### config.mk
export PLATFORM = sky130hd
export DESIGN_NAME = dram_cmd_device_flat
export DESIGN_NICKNAME = d
export VERILOG_FILES = /design/src/common/cmd_timing_pkg.sv /design/src/common/cmd_link_if.sv /design/src/dram_cmd_device.sv /design/src/flat_wrapper.sv
export VERILOG_INCLUDE_DIRS = /design/src /design/src/common
export SDC_FILE = /design/constraint.sdc
export NUM_CORES = 1
export LEC_CHECK = 0
export BUFFER_PORTS_ARGS = -buffer_cell sky130_fd_sc_hd__buf_4
export CORE_MARGIN = 5
export CORE_UTILIZATION = 45
export CTS_CLUSTER_DIAMETER = 40
export CTS_CLUSTER_SIZE = 8
export DETAILED_ROUTE_END_ITERATION = 12
export PLACE_DENSITY_LB_ADDON = 0.1
export REMOVE_ABC_BUFFERS = 1
export SLEW_MARGIN = 20
export SYNTH_ARGS = -nofsm -noshare
export SYNTH_HDL_FRONTEND = slang
export SYNTH_SLANG_ARGS = --single-unit
### constraint.sdc
create_clock -name ref_clk -period 3.7 [get_ports ref_clk]
set_clock_uncertainty 0.1 [all_clocks]
set_input_delay 0.185 -clock ref_clk [delete_from_list [all_inputs] [get_ports ref_clk]]
set_output_delay 0.185 -clock ref_clk [all_outputs]
set_load 0.02 [all_outputs]
### src/common/cmd_timing_consts.svh
// Timing counts and bus width shared by both ends
`ifndef CMD_TIMING_CONSTS_SVH
`define CMD_TIMING_CONSTS_SVH
`define CLK_PERIOD_NS 10
`define CA_WIDTH 24
`define PAR_LAT_1600 4
`define PAR_LAT_2400 5
`define ALERT_ON_EXTRA_NS 6
`define ALERT_ON_EXTRA_CYC ((`ALERT_ON_EXTRA_NS) / (`CLK_PERIOD_NS) < 1 ? 1 : (`ALERT_ON_EXTRA_NS) / (`CLK_PERIOD_NS))
`define ALERT_PW_MIN_1600 48
`define ALERT_PW_MIN_1866 56
`define ALERT_PW_MIN_2133 64
`define ALERT_PW_MIN_2400 72
`define RSP_1600 43
`define RSP_1866 50
`define RSP_2133 57
`define RSP_2400 64
`define CAL_1600 3
`define CAL_1866 4
`define CAL_2400 5
`define MOD_MIN_CK 24
`define CPDED_MIN_CK 4
`define CKSRX_MIN_CK 10
`define XS_MIN_CK 30
`define XSDLL_MIN_CK 64
`define CT_ENABLE_NS 200
`define CT_ENABLE_CYC (((`CT_ENABLE_NS) + (`CLK_PERIOD_NS) - 1) / (`CLK_PERIOD_NS))
`endif

### src/common/cmd_timing_pkg.sv
// Types shared by both ends of the command path
package cmd_timing_pkg;
    typedef enum logic [1:0] {
        GRADE_1600,
        GRADE_1866,
        GRADE_2133,
        GRADE_2400
    } speed_grade_e;
    typedef enum logic [2:0] {
        CMD_DESELECT,
        CMD_MODE_REG,
        CMD_DLL_FREE,
        CMD_DLL_LOCKED,
        CMD_MAX_POWER_SAVING_MODE_ENTER,
        CMD_OTHER
    } cmd_kind_e;
endpackage

### src/common/cmd_link_if.sv
// Command/address link between controller and device
interface cmd_link_if;
    logic cs_n;
    logic [23:0] ca;
    logic par;
    logic alert_n;
    logic clk_valid;
    logic cke;
    logic test_enable_input;
    modport device (input cs_n, input ca, input par, input clk_valid, input cke, input test_enable_input,
        output alert_n);
    modport host (output cs_n, output ca, output par, output clk_valid, output cke, output test_enable_input,
        input alert_n);
endinterface

### src/dram_cmd_device.sv
// Device end: parity check, alert pulse, latency and power saving timing
// Summary of operation
// - Parity latency 4, or 5 at 2400
// - Alert asserts within latency plus 6 ns
// - Alert low width bounded per speed grade
// - Controller sends deselects within response window
// - Command sampled fixed cycles after chip select
// - Latency mode never combined with gear-down
// - Command path off after update plus disable
// - Controller keeps clock after power saving entry
// - Controller gives stable clock before exit
// - Wait exit delay before DLL-free commands
// - Wait exit plus lock before DLL commands
// - Test enable high 200 ns before select
// - Latency mode lengthens mode-register delays
`include "cmd_timing_consts.svh"
module dram_cmd_device
    import cmd_timing_pkg::*;
(
    input wire logic ref_clk,
    input wire logic reset,
    cmd_link_if.device link,
    input wire cmd_timing_pkg::speed_grade_e grade,
    input wire logic persistent_parity,
    input wire logic parity_enable,
    input wire logic cal_mode,
    input wire logic gear_down,
    input wire logic max_power_saving_mode_request,
    output logic cmd_valid,
    output logic [23:0] cmd_ca,
    output logic parity_error,
    output logic cmd_path_off,
    output logic connectivity_test_mode,
    output logic config_error
);
    import cmd_timing_pkg::*;

    typedef enum logic [1:0] {
        ALERT_IDLE,
        ALERT_WAIT,
        ALERT_LOW
    } alert_state_e;

    logic cs_s1, cs_s2, par_s1, par_s2, ten_s1, ten_s2, cke_s1, cke_s2;
    logic [23:0] ca_s1, ca_s2;
    logic cs_prev;
    logic [2:0] cal_cnt, next_cal_cnt;
    logic cal_pend, next_cal_pend;
    logic [2:0] par_lat;
    logic [2:0] cal_lat;
    logic [7:0] pw_min;
    logic take;
    alert_state_e alert_state, next_alert_state;
    logic [7:0] alert_cnt, next_alert_cnt;
    logic check_on, next_check_on;
    logic rearm, next_rearm;
    logic alert_n_q, next_alert_n_q;
    logic perr, next_perr;
    logic v_q, next_v_q;
    logic [23:0] ca_q, next_ca_q;
    logic [7:0] mp_cnt, next_mp_cnt;
    logic mp_pend, next_mp_pend;
    logic off_q, next_off_q;
    logic [7:0] ct_cnt, next_ct_cnt;
    logic ct_q, next_ct_q;
    logic cfg_q, next_cfg_q;

    always_ff @(posedge ref_clk) begin
        cs_s1 <= link.cs_n;
        cs_s2 <= cs_s1;
        ca_s1 <= link.ca;
        ca_s2 <= ca_s1;
        par_s1 <= link.par;
        par_s2 <= par_s1;
        ten_s1 <= link.test_enable_input;
        ten_s2 <= ten_s1;
        cke_s1 <= link.cke;
        cke_s2 <= cke_s1;
    end

    always_comb begin
        par_lat = (grade == GRADE_2400) ? 3'(`PAR_LAT_2400) : 3'(`PAR_LAT_1600);
        case (grade)
            GRADE_1600: begin
                cal_lat = 3'(`CAL_1600);
                pw_min = 8'(`ALERT_PW_MIN_1600);
            end
            GRADE_1866: begin
                cal_lat = 3'(`CAL_1866);
                pw_min = 8'(`ALERT_PW_MIN_1866);
            end
            GRADE_2133: begin
                cal_lat = 3'(`CAL_1866);
                pw_min = 8'(`ALERT_PW_MIN_2133);
            end
            default: begin
                cal_lat = 3'(`CAL_2400);
                pw_min = 8'(`ALERT_PW_MIN_2400);
            end
        endcase
    end

    // Command capture, with optional chip-select-to-command latency
    always_comb begin
        next_cal_cnt = cal_cnt;
        next_cal_pend = cal_pend;
        take = 1'b0;
        if (cal_mode && !gear_down) begin
            if (cs_prev && !cs_s2 && !cal_pend) begin
                next_cal_pend = 1'b1;
                next_cal_cnt = 3'h1;
            end else if (cal_pend) begin
                if (cal_cnt == cal_lat) begin
                    take = 1'b1;
                    next_cal_pend = 1'b0;
                end else begin
                    next_cal_cnt = cal_cnt + 3'h1;
                end
            end
        end else begin
            next_cal_pend = 1'b0;
            take = !cs_s2 && !gear_down ? 1'b1 : !cs_s2;
        end
        if (off_q || ct_q || ten_s2) begin
            take = 1'b0;
        end
        next_v_q = take;
        next_ca_q = take ? ca_s2 : ca_q;
        next_cfg_q = cal_mode && gear_down;
    end

    // Parity check and alert pulse
    always_comb begin
        next_alert_state = alert_state;
        next_alert_cnt = alert_cnt;
        next_check_on = check_on;
        next_alert_n_q = alert_n_q;
        next_perr = 1'b0;
        next_rearm = rearm;
        if (!parity_enable) begin
            next_check_on = 1'b0;
            next_rearm = 1'b0;
        end else if (!rearm && !check_on) begin
            next_check_on = 1'b1;
        end
        case (alert_state)
            ALERT_IDLE: begin
                if (take && check_on && (^{ca_s2, par_s2})) begin
                    next_perr = 1'b1;
                    next_alert_state = ALERT_WAIT;
                    next_alert_cnt = 8'h1;
                    if (!persistent_parity) begin
                        next_check_on = 1'b0;
                        next_rearm = 1'b1;
                    end
                end
            end
            ALERT_WAIT: begin
                if (alert_cnt >= 8'(par_lat)) begin
                    next_alert_state = ALERT_LOW;
                    next_alert_n_q = 1'b0;
                    next_alert_cnt = 8'h1;
                end else begin
                    next_alert_cnt = alert_cnt + 8'h1;
                end
            end
            ALERT_LOW: begin
                if (alert_cnt >= pw_min) begin
                    next_alert_state = ALERT_IDLE;
                    next_alert_n_q = 1'b1;
                    next_alert_cnt = 8'h0;
                end else begin
                    next_alert_cnt = alert_cnt + 8'h1;
                end
            end
            default: begin
                next_alert_state = ALERT_IDLE;
                next_alert_n_q = 1'b1;
            end
        endcase
    end

    // Power saving entry and connectivity test entry
    always_comb begin
        next_mp_cnt = mp_cnt;
        next_mp_pend = mp_pend;
        next_off_q = off_q;
        if (max_power_saving_mode_request && !mp_pend && !off_q) begin
            next_mp_pend = 1'b1;
            next_mp_cnt = 8'h0;
        end else if (mp_pend) begin
            if (mp_cnt >= 8'(`MOD_MIN_CK + `CPDED_MIN_CK) + (cal_mode ? 8'(cal_lat) : 8'h0)) begin
                next_off_q = 1'b1;
                next_mp_pend = 1'b0;
            end else begin
                next_mp_cnt = mp_cnt + 8'h1;
            end
        end else if (off_q && cke_s2 && !max_power_saving_mode_request) begin
            next_off_q = 1'b0;
        end
        next_ct_cnt = ct_cnt;
        next_ct_q = ct_q;
        if (!ten_s2) begin
            next_ct_cnt = 8'h0;
            next_ct_q = 1'b0;
        end else if (!ct_q && cs_s2 && ct_cnt < 8'(`CT_ENABLE_CYC)) begin
            next_ct_cnt = ct_cnt + 8'h1;
        end else if (!ct_q && !cs_s2 && ct_cnt >= 8'(`CT_ENABLE_CYC)) begin
            next_ct_q = 1'b1;
        end
    end

    always_ff @(posedge ref_clk) begin
        if (reset) begin
            cs_prev <= 1'b1;
            cal_cnt <= 3'h0;
            cal_pend <= 1'b0;
            alert_state <= ALERT_IDLE;
            alert_cnt <= 8'h0;
            check_on <= 1'b0;
            rearm <= 1'b0;
            alert_n_q <= 1'b1;
            perr <= 1'b0;
            v_q <= 1'b0;
            ca_q <= 24'h0;
            mp_cnt <= 8'h0;
            mp_pend <= 1'b0;
            off_q <= 1'b0;
            ct_cnt <= 8'h0;
            ct_q <= 1'b0;
            cfg_q <= 1'b0;
        end else begin
            cs_prev <= cs_s2;
            cal_cnt <= next_cal_cnt;
            cal_pend <= next_cal_pend;
            alert_state <= next_alert_state;
            alert_cnt <= next_alert_cnt;
            check_on <= next_check_on;
            rearm <= next_rearm;
            alert_n_q <= next_alert_n_q;
            perr <= next_perr;
            v_q <= next_v_q;
            ca_q <= next_ca_q;
            mp_cnt <= next_mp_cnt;
            mp_pend <= next_mp_pend;
            off_q <= next_off_q;
            ct_cnt <= next_ct_cnt;
            ct_q <= next_ct_q;
            cfg_q <= next_cfg_q;
        end
    end

    assign link.alert_n = alert_n_q;
    assign cmd_valid = v_q;
    assign cmd_ca = ca_q;
    assign parity_error = perr;
    assign cmd_path_off = off_q;
    assign connectivity_test_mode = ct_q;
    assign config_error = cfg_q;
endmodule

### src/flat_wrapper.sv
// flat-port wrapper written by rule: the top's interface ports become plain ports
module dram_cmd_device_flat import cmd_timing_pkg::*;
  (ref_clk, reset, grade, persistent_parity, parity_enable, cal_mode, gear_down, max_power_saving_mode_request, cmd_valid, cmd_ca, parity_error, cmd_path_off, connectivity_test_mode, config_error, link_cs_n, link_ca, link_par, link_clk_valid, link_cke, link_test_enable_input, link_alert_n);
  cmd_link_if link_i ();
  input wire logic ref_clk;
  input wire logic reset;
  input wire cmd_timing_pkg::speed_grade_e grade;
  input wire logic persistent_parity;
  input wire logic parity_enable;
  input wire logic cal_mode;
  input wire logic gear_down;
  input wire logic max_power_saving_mode_request;
  output logic cmd_valid;
  output logic [23:0] cmd_ca;
  output logic parity_error;
  output logic cmd_path_off;
  output logic connectivity_test_mode;
  output logic config_error;
  input wire logic [$bits(link_i.cs_n)-1:0] link_cs_n;
  input wire logic [$bits(link_i.ca)-1:0] link_ca;
  input wire logic [$bits(link_i.par)-1:0] link_par;
  input wire logic [$bits(link_i.clk_valid)-1:0] link_clk_valid;
  input wire logic [$bits(link_i.cke)-1:0] link_cke;
  input wire logic [$bits(link_i.test_enable_input)-1:0] link_test_enable_input;
  output wire logic [$bits(link_i.alert_n)-1:0] link_alert_n;
  assign link_i.cs_n = link_cs_n;
  assign link_i.ca = link_ca;
  assign link_i.par = link_par;
  assign link_i.clk_valid = link_clk_valid;
  assign link_i.cke = link_cke;
  assign link_i.test_enable_input = link_test_enable_input;
  assign link_alert_n = link_i.alert_n;
  dram_cmd_device u_core (.ref_clk(ref_clk), .reset(reset), .link(link_i), .grade(grade), .persistent_parity(persistent_parity), .parity_enable(parity_enable), .cal_mode(cal_mode), .gear_down(gear_down), .max_power_saving_mode_request(max_power_saving_mode_request), .cmd_valid(cmd_valid), .cmd_ca(cmd_ca), .parity_error(parity_error), .cmd_path_off(cmd_path_off), .connectivity_test_mode(connectivity_test_mode), .config_error(config_error));
endmodule
==> flow_metrics.py, run 1 <==
metrics = {
    "sta": {
        "relSlewSlack_pct": 63.0,
        "post-route-min-period_ns": 2.88,
        "holdWs_ns": 0.0533,
        "setup_violations": 0,
        "fin_tns_setup_ns": 0,
        "hold_viol": 0,
        "report.final.slew_viol_count": 0,
        "tightest_slew_ns": 0.554,
        "rsz0062_at_grt": "false",
        "worst_slack_ns": 0.819,
        "max_freq_mhz": 347,
        "min_period_over_period_pct": 77.9,
    },
    "hold_path": {
        "holdPathEnd": "u_core.cal_cnt[2]",
        "hp-start": "cal_mode",
        "whs_path_depth": 4,
        "hp-class": "in2reg",
    },
    "placed_design": {
        "dp_cells": 595,
        "pre_cts_slack_ns": 0.708,
        "gp_congestion": 0.802,
        "dp_hpwl_mm": 5.52,
        "port_buffers": 66,
    },
    "worst_setup_path": {
        "slowest_delay_ns": 0.56,
        "cp_cell_sequence": "xor2_1 > xnor2_1 > xnor2_2 > xnor3_1 > or3_4 > or3_1 > a21oi_1 > dlygate4sd3_1",
        "cp_data_arrival_time_ns": 3.23,
        "reg2reg_slack_ns": 0.82,
        "r2r_cells": 8,
        "rr_startpoint": "u_core.ca_s2[3]",
        "path_max_fanout": 3,
        "worst_setup_path_end_kind": "register",
        "crit_path_start_kind": "register",
        "r2r_end": "u_core.rearm",
        "slowest_stage": "dlygate4sd3_1",
        "setup.worst_path.class": "reg2reg",
        "required_ns": 4.05,
        "startpoint": "u_core.ca_s2[3]",
    },
    "global_routing": {
        "overflow": 0,
        "grt_pass1_wl_mm": 14.5,
        "grt_max_degree": 49,
        "grt_pass1_vias": 3163,
        "grt_usage_pct": 15.9,
        "antenna_found_initial": 0,
    },
    "power_and_ir_drop": {
        "p_per_area_nw_per_um2": 590,
        "p_leak_nw": 2.68,
        "power.total_mw": 3.51,
        "peakVddDrop_mv": 0.520,
    },
    "synth": {
        "synthCells": 404,
        "synth_top_area_share_pct": 55.0,
        "dominantRegCellSynth": "dfxtp_1",
        "postSynthAreaPerCell_um2": 10.8,
        "synth_edf_count": 0,
        "ys.warnings.count": 0,
        "ys_ff_latch": 120,
        "syn-cell-area_um2": 4370,
        "seq_area_frac_synth_pct": 55.0,
        "synthDistinctLibCells": 48,
        "synthArstFlopShare_pct": 0,
        "synth_area_leaders": "dfxtp_1 55%, ha_1 7.7%, mux2i_1 6.2%",
        "yosysTopAreaCell": "dfxtp_1",
    },
    "detailed_routing": {
        "vias": 3100,
        "post_drt_wl_per_cell_um": 12.8,
        "drt_iter0_drc": 120,
        "drcViolationCount": 0,
        "drt-pass1-iter-count": 4,
        "wirelength_mm": 8.47,
        "vias_per_cell": 4.70,
        "ant_nets": 0,
    },
    "floorplanning": {
        "core_area_um2": 9640,
        "start_util_pct": 45.3,
        "rows": 36,
        "die_x_um": 109,
        "die_h_um": 109,
        "ios": 68,
        "die-area_um2": 11800,
    },
    "cts": {
        "clk_path_buf_depth": 2,
        "clock_latency_ns": 0.51,
        "clkTransAtPathRegs_ns": 0.06,
        "cts_made_buffers": 17,
        "clock-sinks": 120,
        "root_buffer": "clkbuf_8",
        "htreeDepth": 4,
        "cts_tree": "done",
    },
    "finish": {
        "area_delta_synth_final_pct": 36.2,
        "antenna_cells": 0,
        "fill_cells": 814,
        "fin_cells": 660,
        "fin_nets": 580,
        "drive_gt1_share_pct": 20.9,
    },
    "run": {
        "cap_violations": 0,
    },
    "status": {
        "status": "complete, no violations",
    },
}
[metrics by stage]
step	util [%]	cell area [um^2]
final	61.7	5950
after global routing	61.7	5950
after CTS	61.7	5950
after detailed placement	51.9	5000
after global placement	51.9	5000
after floorplan	-	4320
[Yosys cell counts (3+ instances only)]
master	number
nand3_1	7
nor2_1	48
or2_2	4
nor3b_1	3
a32o_1	5
o21ai_0	5
xnor2_1	20
clkbuf_1	7
inv_1	18
nor2b_1	4
dfxtp_1	120
nand2b_1	6
nand4_1	3
and2_1	6
xor2_1	8
and3_1	4
a21o_1	5
a211oi_1	5
ha_1	27
mux2i_1	27
a21oi_1	9
nor3_1	10
nand2_1	22
[area by class of cell]
class	count	area (um^2)	share of cell area [%]
clock buffers	17	414	6.96
inverters	19	71.3	1.20
flip-flops and latches	120	2400	40.4
repair buffers	102	851	14.3
clock inverters	14	196	3.30
multi-input cells	255	1850	31.1
well taps	133	166	2.80
[how the worst max path moves through the flow]
stage	to	slack, ns	cells past startpoint
finish	u_core.rearm	0.82	8
global route	u_core.rearm	0.68	8
CTS	u_core.rearm	0.81	8
detailed placement	u_core.mp_cnt[1]	0.71	14
global placement	u_core.mp_cnt[1]	0.75	14
floorplan	u_core.alert_cnt[2]	0.60	10
[where the power goes]
part	total (mW)	leakage (nW)	internal, mW	switching (mW)
sequential	1.40	0.993	1.36	0.0385
clock	1.69	0.291	1.09	0.598
combinational	0.423	1.40	0.213	0.211
total	3.51	2.68	2.66	0.847
[state kept, by name, indices dropped and copies added, names as in the netlist, 2 cells and up]
| register | cells |
|---|---|
| u_core.ca_s1 | 24 |
| u_core.ca_s2 | 24 |
| u_core.cmd_ca | 24 |
| u_core.alert_cnt | 8 |
| u_core.ct_cnt | 8 |
| u_core.mp_cnt | 8 |
| u_core.cal_cnt | 3 |
| u_core.alert_state | 2 |
[cells by family (layout without fill, tap and decap cells)]
kind of cell | count (synthesis) | after routing | share of synthesized area (%)
AO/OA/AOI/OAI | 48 | 48 | 8.02
XOR/XNOR | 31 | 31 | 7.02
adder cells (fa/ha/maj) | 27 | 27 | 7.73
buffers and inverters | 29 | 152 | 2.69
flip-flops | 120 | 120 | 55.0
multiplexers | 27 | 27 | 6.19
AND/OR/NAND/NOR | 122 | 122 | 13.4
[per-layer routing]
layer | routed length, um | global-route usage [%] | share of wire, % | vias to the layer above
met2 | 3980 | 25.5 | 47 | 64
met1 | 3940 | 19.2 | 47 | 1427
li1 | - | - | - | 1601
met3 | 447 | 6.27 | 5.3 | 8
met4 | 100 | 6.22 | 1.2 | 0
met5 | 0 | 0 | 0 | -
[layout by cell type, fill, tap and decap left out, types with 5 or more instances in the layout]
cell and n:
dfxtp_1 120, buf_4 68, nor2_1 48, dlygate4sd3_1 34
mux2i_1 27, ha_1 27, nand2_1 22, xnor2_1 20
inv_1 18, clkbuf_16 16, nor3_1 10, a21oi_1 9
xor2_1 8, nand3_1 7, nand2b_1 6, and2_1 6
o21ai_0 5, a21o_1 5, a211oi_1 5, a32o_1 5
[critical path: cells and delay by family, from the launching register on]
kind	cells	cell delay, ns
AO/OA/AOI/OAI	1	0.13
XOR/XNOR	4	1.00
buffers and inverters	1	0.56
flip-flops	1	0.31
AND/OR/NAND/NOR	2	0.74
[what timing repair did]
action | 4_1_cts | 5_1_grt
buffers inserted | 0 | 0
setup endpoints to repair | 0 | 0
endpoints found under the hold margin | 33 | 0
resized for setup | 0 | 0
hold buffers | 34 | 0
No activity file was read; power rests on OpenSTA's default activity.
==> run 2: changes to the inputs <==
==> constraint.sdc (replaced) <==
create_clock -name ref_clk -period 2.69 [get_ports ref_clk]
set_clock_uncertainty 0.1 [all_clocks]
set_input_delay 0.1345 -clock ref_clk [delete_from_list [all_inputs] [get_ports ref_clk]]
set_output_delay 0.1345 -clock ref_clk [all_outputs]
set_load 0.02 [all_outputs]
==> run 2 against run 1 <==
Flip-flop and latch count is the same. Die area is the same. Sequential share of layout area shrank 0.24 points. Critical path type unchanged. Critical endpoint is now u_core.alert_cnt[3]. Largest cell class unchanged. Largest power group unchanged.
==> flow_metrics.py, run 2 (synthesis results as in run 1) <==
metrics = {
    "worst_setup_path": {
        "crit_path_start_kind": "register",
        "r2r_cells": 9,
        "reg2reg_slack_ns": 0.11,
        "worst_setup_path_end_kind": "register",
        "startpoint": "u_core.ca_s2[16]",
        "slowest_stage": "or3_4",
        "slowest_delay_ns": 0.39,
        "cp.depth": 9,
        "path_max_fanout": 11,
        "crit_end": "u_core.alert_cnt[3]",
        "cp_top_family": "XOR/XNOR gates",
        "setup.worst_path.class": "reg2reg",
        "worstPathBufferInverterCount": 1,
        "cp_data_arrival_time_ns": 2.88,
        "cp_cell_sequence": "xnor2_1 > xnor2_1 > xnor3_1 > xnor3_1 > or3_4 > a21oi_2 > buf_4 > nand2_1 > a32o_1",
        "required_ns": 2.98,
        "r2r_end": "u_core.alert_cnt[3]",
        "rr_startpoint": "u_core.ca_s2[16]",
    },
    "detailed_routing": {
        "drcViolationCount": 0,
        "drt-pass1-iter-count": 4,
        "wirelength_mm": 8.64,
        "ant_nets": 0,
        "vias_per_cell": 4.73,
        "vias": 3168,
        "post_drt_wl_per_cell_um": 12.9,
        "drt_iter0_drc": 144,
    },
    "sta": {
        "report.final.slew_viol_count": 0,
        "setup_violations": 0,
        "worst_slack_ns": 0.110,
        "hold_viol": 0,
        "relSlewSlack_pct": 64.5,
        "max_freq_mhz": 388,
        "rsz0062_at_grt": "false",
        "tightest_slew_ns": 0.532,
        "min_period_over_period_pct": 95.9,
        "post-route-min-period_ns": 2.58,
    },
    "global_routing": {
        "grt_usage_pct": 16.1,
        "antenna_found_initial": 0,
        "grt_pass1_vias": 3246,
        "grt_pass1_wl_mm": 14.6,
        "overflow": 0,
        "grt_max_degree": 49,
    },
    "placed_design": {
        "pre_cts_slack_ns": -0.0302,
        "dp_hpwl_mm": 5.54,
        "place_area_um2": 5060,
        "port_buffers": 66,
        "gp_congestion": 0.770,
    },
    "floorplanning": {
        "die-area_um2": 11800,
        "die_x_um": 109,
        "die_h_um": 109,
        "core_area_um2": 9640,
        "ios": 68,
        "rows": 36,
        "start_util_pct": 45.3,
    },
    "finish": {
        "fin_area_um2": 5990,
        "final_cell_mix": "120 x dfxtp_1, 76 x buf_4, 48 x nor2_1",
        "drive_gt1_share_pct": 22.2,
        "fin_nets": 589,
        "antenna_cells": 0,
        "area_delta_synth_final_pct": 37.0,
        "layout_commonest_cell": "dfxtp_1",
    },
    "power_and_ir_drop": {
        "p_leak_nw": 2.70,
        "peakVddDrop_mv": 0.621,
        "p_per_area_nw_per_um2": 783,
        "power.total_mw": 4.69,
    },
    "cts": {
        "cts_tree": "done",
        "clkTransAtPathRegs_ns": 0.06,
        "htreeDepth": 4,
        "clk_path_buf_depth": 2,
        "clock-sinks": 120,
        "cts_made_buffers": 17,
        "root_buffer": "clkbuf_8",
        "clock_latency_ns": 0.52,
    },
    "status": {
        "status": "complete, no violations",
    },
    "run": {
        "cap_violations": 0,
    },
    "hold_path": {
        "hp-class": "in2reg",
    },
}
-- run 2: cell count changes in the layout (fill, tap and decap cells not counted) --
cell,before,now
buf_4,68,76
bufinv_16,4,2
and2_1,6,5
and2_2,0,1
clkbuf_1,0,1
clkbuf_8,1,2
clkinvlp_4,3,4
dlygate4sd3_1,34,35
-- run 2: how the worst min path moves through the flow --
stage	startpoint	end	slack (ns)	cells after the start
after CTS	link_ca[22]	u_core.ca_s1[22]	0.13	2
after floorplan	link_ca[0]	u_core.ca_s1[0]	0.06	0
after global routing	link_ca[4]	u_core.ca_s1[4]	0.14	2
after detailed placement	link_cke	u_core.cke_s1	0.14	1
final	link_ca[22]	u_core.ca_s1[22]	0.16	2
after global placement	link_ca[3]	u_core.ca_s1[3]	0.14	1
-- run 2: routing by layer --
layer / share of wire, % / track usage [%] / vias to the layer above
li1: - / - / 1614
met1: 45 / 19.2 / 1453
met2: 48 / 25.7 / 87
met3: 5.8 / 5.79 / 14
met4: 1.3 / 7.66 / 0
met5: 0 / 0 / -
-- run 2: layout make-up --
cell class,instances,area [um^2]
flip-flops and latches,120,2400
inverters,19,71.3
clock inverters,13,144
repair buffers,111,921
well taps,133,166
fillers,821,3650
clock buffers,19,432
multi-input cells,255,1850
-- run 2: through the flow --
| step | utilization, % | std cells | TNS, ns | hold WS (ns) |
|---|---|---|---|---|
| 2_1_floorplan | - | 394 | -2.72 | 0.0622 |
| 3_3_place_gp | 52.5 | 603 | 0 | 0.139 |
| 3_5_place_dp | 52.5 | 603 | -0.0588 | 0.140 |
| 4_1_cts | 62.1 | 670 | 0 | 0.130 |
| 5_1_grt | 62.1 | 670 | 0 | 0.141 |
| 6_report | 62.1 | 670 | 0 | 0.161 |
-- run 2: what timing repair did --
| item | in CTS | in global routing |
|---|---|---|
| hold buffers | 35 | 0 |
| setup endpoints to repair | 0 | 5 |
| gates resized for setup | 0 | 1 |
| setup buffers | 0 | 0 |
| hold endpoints to repair | 61 | 0 |
-- run 2: power by group --
group          total, mW  leakage [nW]  internal (mW)  switching (mW)
Sequential          1.92         0.993           1.87          0.0518
Combinational      0.610          1.44          0.311           0.299
Clock               2.16         0.271           1.35           0.812
Total               4.69          2.70           3.53            1.16
==> run 3: changes to the inputs <==
--- a/config.mk
+++ b/config.mk
@@ -8,10 +8,11 @@
 export LEC_CHECK = 0
 export BUFFER_PORTS_ARGS = -buffer_cell sky130_fd_sc_hd__buf_4
 export CORE_MARGIN = 5
-export CORE_UTILIZATION = 45
+export CORE_UTILIZATION = 41
 export CTS_CLUSTER_DIAMETER = 40
 export CTS_CLUSTER_SIZE = 8
 export DETAILED_ROUTE_END_ITERATION = 12
+export GPL_TIMING_DRIVEN = 0
 export PLACE_DENSITY_LB_ADDON = 0.1
 export REMOVE_ABC_BUFFERS = 1
 export SLEW_MARGIN = 20
==> run 3 against run 2 <==
Via count is 1.3% lower. Global-route usage is 1.6 points lower. Routed wire length is 1.0% higher. Sequential power hardly changed. Die area is 8.8% higher. Clock power is 7% higher. First-iteration DRC count is 12% higher. Worst setup slack better by 0.044 ns. Flip-flop and latch count stayed put. Clock-buffer cell count is 1 lower. Register-to-register slack better by 0.04 ns. Non-clock buffer count is 9 lower. Critical path type unchanged.
==> flow_metrics.py, run 3 (synthesis results as in run 1) <==
metrics = {
    "sta": {
        "relSlewSlack_pct": 63.8,
        "holdWs_ns": 0.0462,
        "post-route-min-period_ns": 2.54,
        "tightest_slew_ns": 0.543,
        "setup_violations": 0,
        "hold_viol": 0,
        "max_freq_mhz": 394,
        "rsz0062_at_grt": "false",
        "report.final.slew_viol_count": 0,
        "min_period_over_period_pct": 94.3,
        "fin_tns_setup_ns": 0,
    },
    "finish": {
        "final_cell_mix": "120 x dfxtp_1, 67 x buf_4, 48 x nor2_1",
        "fin_nets": 581,
        "drive_gt1_share_pct": 21.6,
        "antenna_cells": 0,
        "fill_cells": 886,
        "layout_commonest_cell": "dfxtp_1",
        "area_delta_synth_final_pct": 37.3,
    },
    "worst_setup_path": {
        "worst_setup_path_end_kind": "register",
        "crit_path_start_kind": "register",
        "slowest_stage": "or3_4",
        "cp_cell_sequence": "xor2_1 > xnor2_1 > xnor2_2 > xnor3_1 > or3_4 > a21oi_4 > nand2_1 > a32o_1",
        "setup.worst_path.class": "reg2reg",
        "reg2reg_slack_ns": 0.15,
        "startpoint": "u_core.ca_s2[3]",
        "r2r_cells": 8,
        "required_ns": 2.99,
        "cp_data_arrival_time_ns": 2.84,
        "r2r_end": "u_core.alert_cnt[3]",
        "crit_end": "u_core.alert_cnt[3]",
        "slowest_delay_ns": 0.43,
        "rr_startpoint": "u_core.ca_s2[3]",
        "path_max_fanout": 5,
    },
    "placed_design": {
        "port_buffers": 66,
        "dp_hpwl_mm": 5.65,
        "gp_congestion": 0.793,
    },
    "detailed_routing": {
        "vias_per_cell": 4.72,
        "post_drt_wl_per_cell_um": 13.2,
        "drt-pass1-iter-count": 4,
        "drcViolationCount": 0,
        "wirelength_mm": 8.72,
        "ant_nets": 0,
        "vias": 3128,
        "drt_iter0_drc": 161,
    },
    "power_and_ir_drop": {
        "p_leak_nw": 2.69,
        "p_per_area_nw_per_um2": 809,
        "power.total_mw": 4.86,
        "peakVddDrop_mv": 0.532,
    },
    "status": {
        "status": "complete, no violations",
    },
    "cts": {
        "clk_path_buf_depth": 2,
        "htreeDepth": 4,
        "clock-sinks": 120,
        "cts_made_buffers": 17,
        "root_buffer": "clkbuf_8",
        "cts_tree": "done",
        "clkTransAtPathRegs_ns": 0.06,
        "clock_latency_ns": 0.51,
    },
    "global_routing": {
        "grt_max_degree": 49,
        "grt_pass1_vias": 3284,
        "overflow": 0,
        "antenna_found_initial": 0,
        "grt_usage_pct": 14.4,
        "grt_pass1_wl_mm": 14.7,
    },
    "floorplanning": {
        "ios": 68,
        "die_h_um": 113,
        "die_x_um": 113,
        "start_util_pct": 42.1,
        "core_area_um2": 10400,
        "rows": 37,
        "die-area_um2": 12800,
    },
    "hold_path": {
        "hp-class": "in2reg",
    },
    "run": {
        "cap_violations": 0,
    },
}
run 3: metrics by stage:
step	utilization [%]	instances	area, um^2	setup slack (ns)
final	57.9	663	6000	0.154
after global routing	57.9	663	6000	0.0205
after CTS	57.5	661	5970	0.00487
after detailed placement	48.3	597	5010	-0.399
after global placement	48.1	596	4990	-1.21
after floorplan	-	394	4320	-0.359
run 3: routing by layer:
metal	GRT usage [%]	share of wire [%]	up-vias
li1	-	-	1597
met1	17.5	46	1447
met2	22.8	47	71
met3	5.19	5.6	13
met4	6.73	1.6	0
met5	0	0	-
run 3: report_power, final:
part | internal (mW) | switching [mW] | total (mW)
clock network | 1.52 | 0.789 | 2.31
logic | 0.317 | 0.312 | 0.628
registers | 1.87 | 0.0532 | 1.92
run 3: worst min path at each step:
stage	startpoint	end	slack, ns	cells past startpoint
4_1_cts	cal_mode	u_core.cal_cnt[2]	0.02	4
3_5_place_dp	link_ca[12]	u_core.ca_s1[12]	0.14	1
2_1_floorplan	link_ca[0]	u_core.ca_s1[0]	0.06	0
6_report	cal_mode	u_core.cal_cnt[2]	0.05	4
5_1_grt	cal_mode	u_core.cal_cnt[2]	0.06	4
3_3_place_gp	link_ca[15]	u_core.ca_s1[15]	0.14	1
run 3: what timing repair did:
action,CTS,global route
setup endpoints to repair,9,7
gates resized for setup,2,3
hold endpoints to repair,49,0
pin swaps,0,1
gates cloned,0,1
hold buffers,34,0
buffers inserted,0,1
run 3: critical path, delay by kind of cell (launching register included):
kind / cells / cell delay [ns]
xor gates and xnor gates: 4 / 1.01
and+or+nand+nor: 2 / 0.51
AOI/OAI and AO/OA: 2 / 0.49
DFF: 1 / 0.31
run 3: cell type report:
type / count / area (um^2) / area share (%)
Tap cell: 136 / 170 / 2.84
Inverter: 19 / 71.3 / 1.19
Clock buffer: 18 / 428 / 7.13
Timing Repair Buffer: 102 / 863 / 14.4
Clock inverter: 12 / 176 / 2.94
Sequential cell: 120 / 2400 / 40.0
Multi-Input combinational cell: 256 / 1890 / 31.5
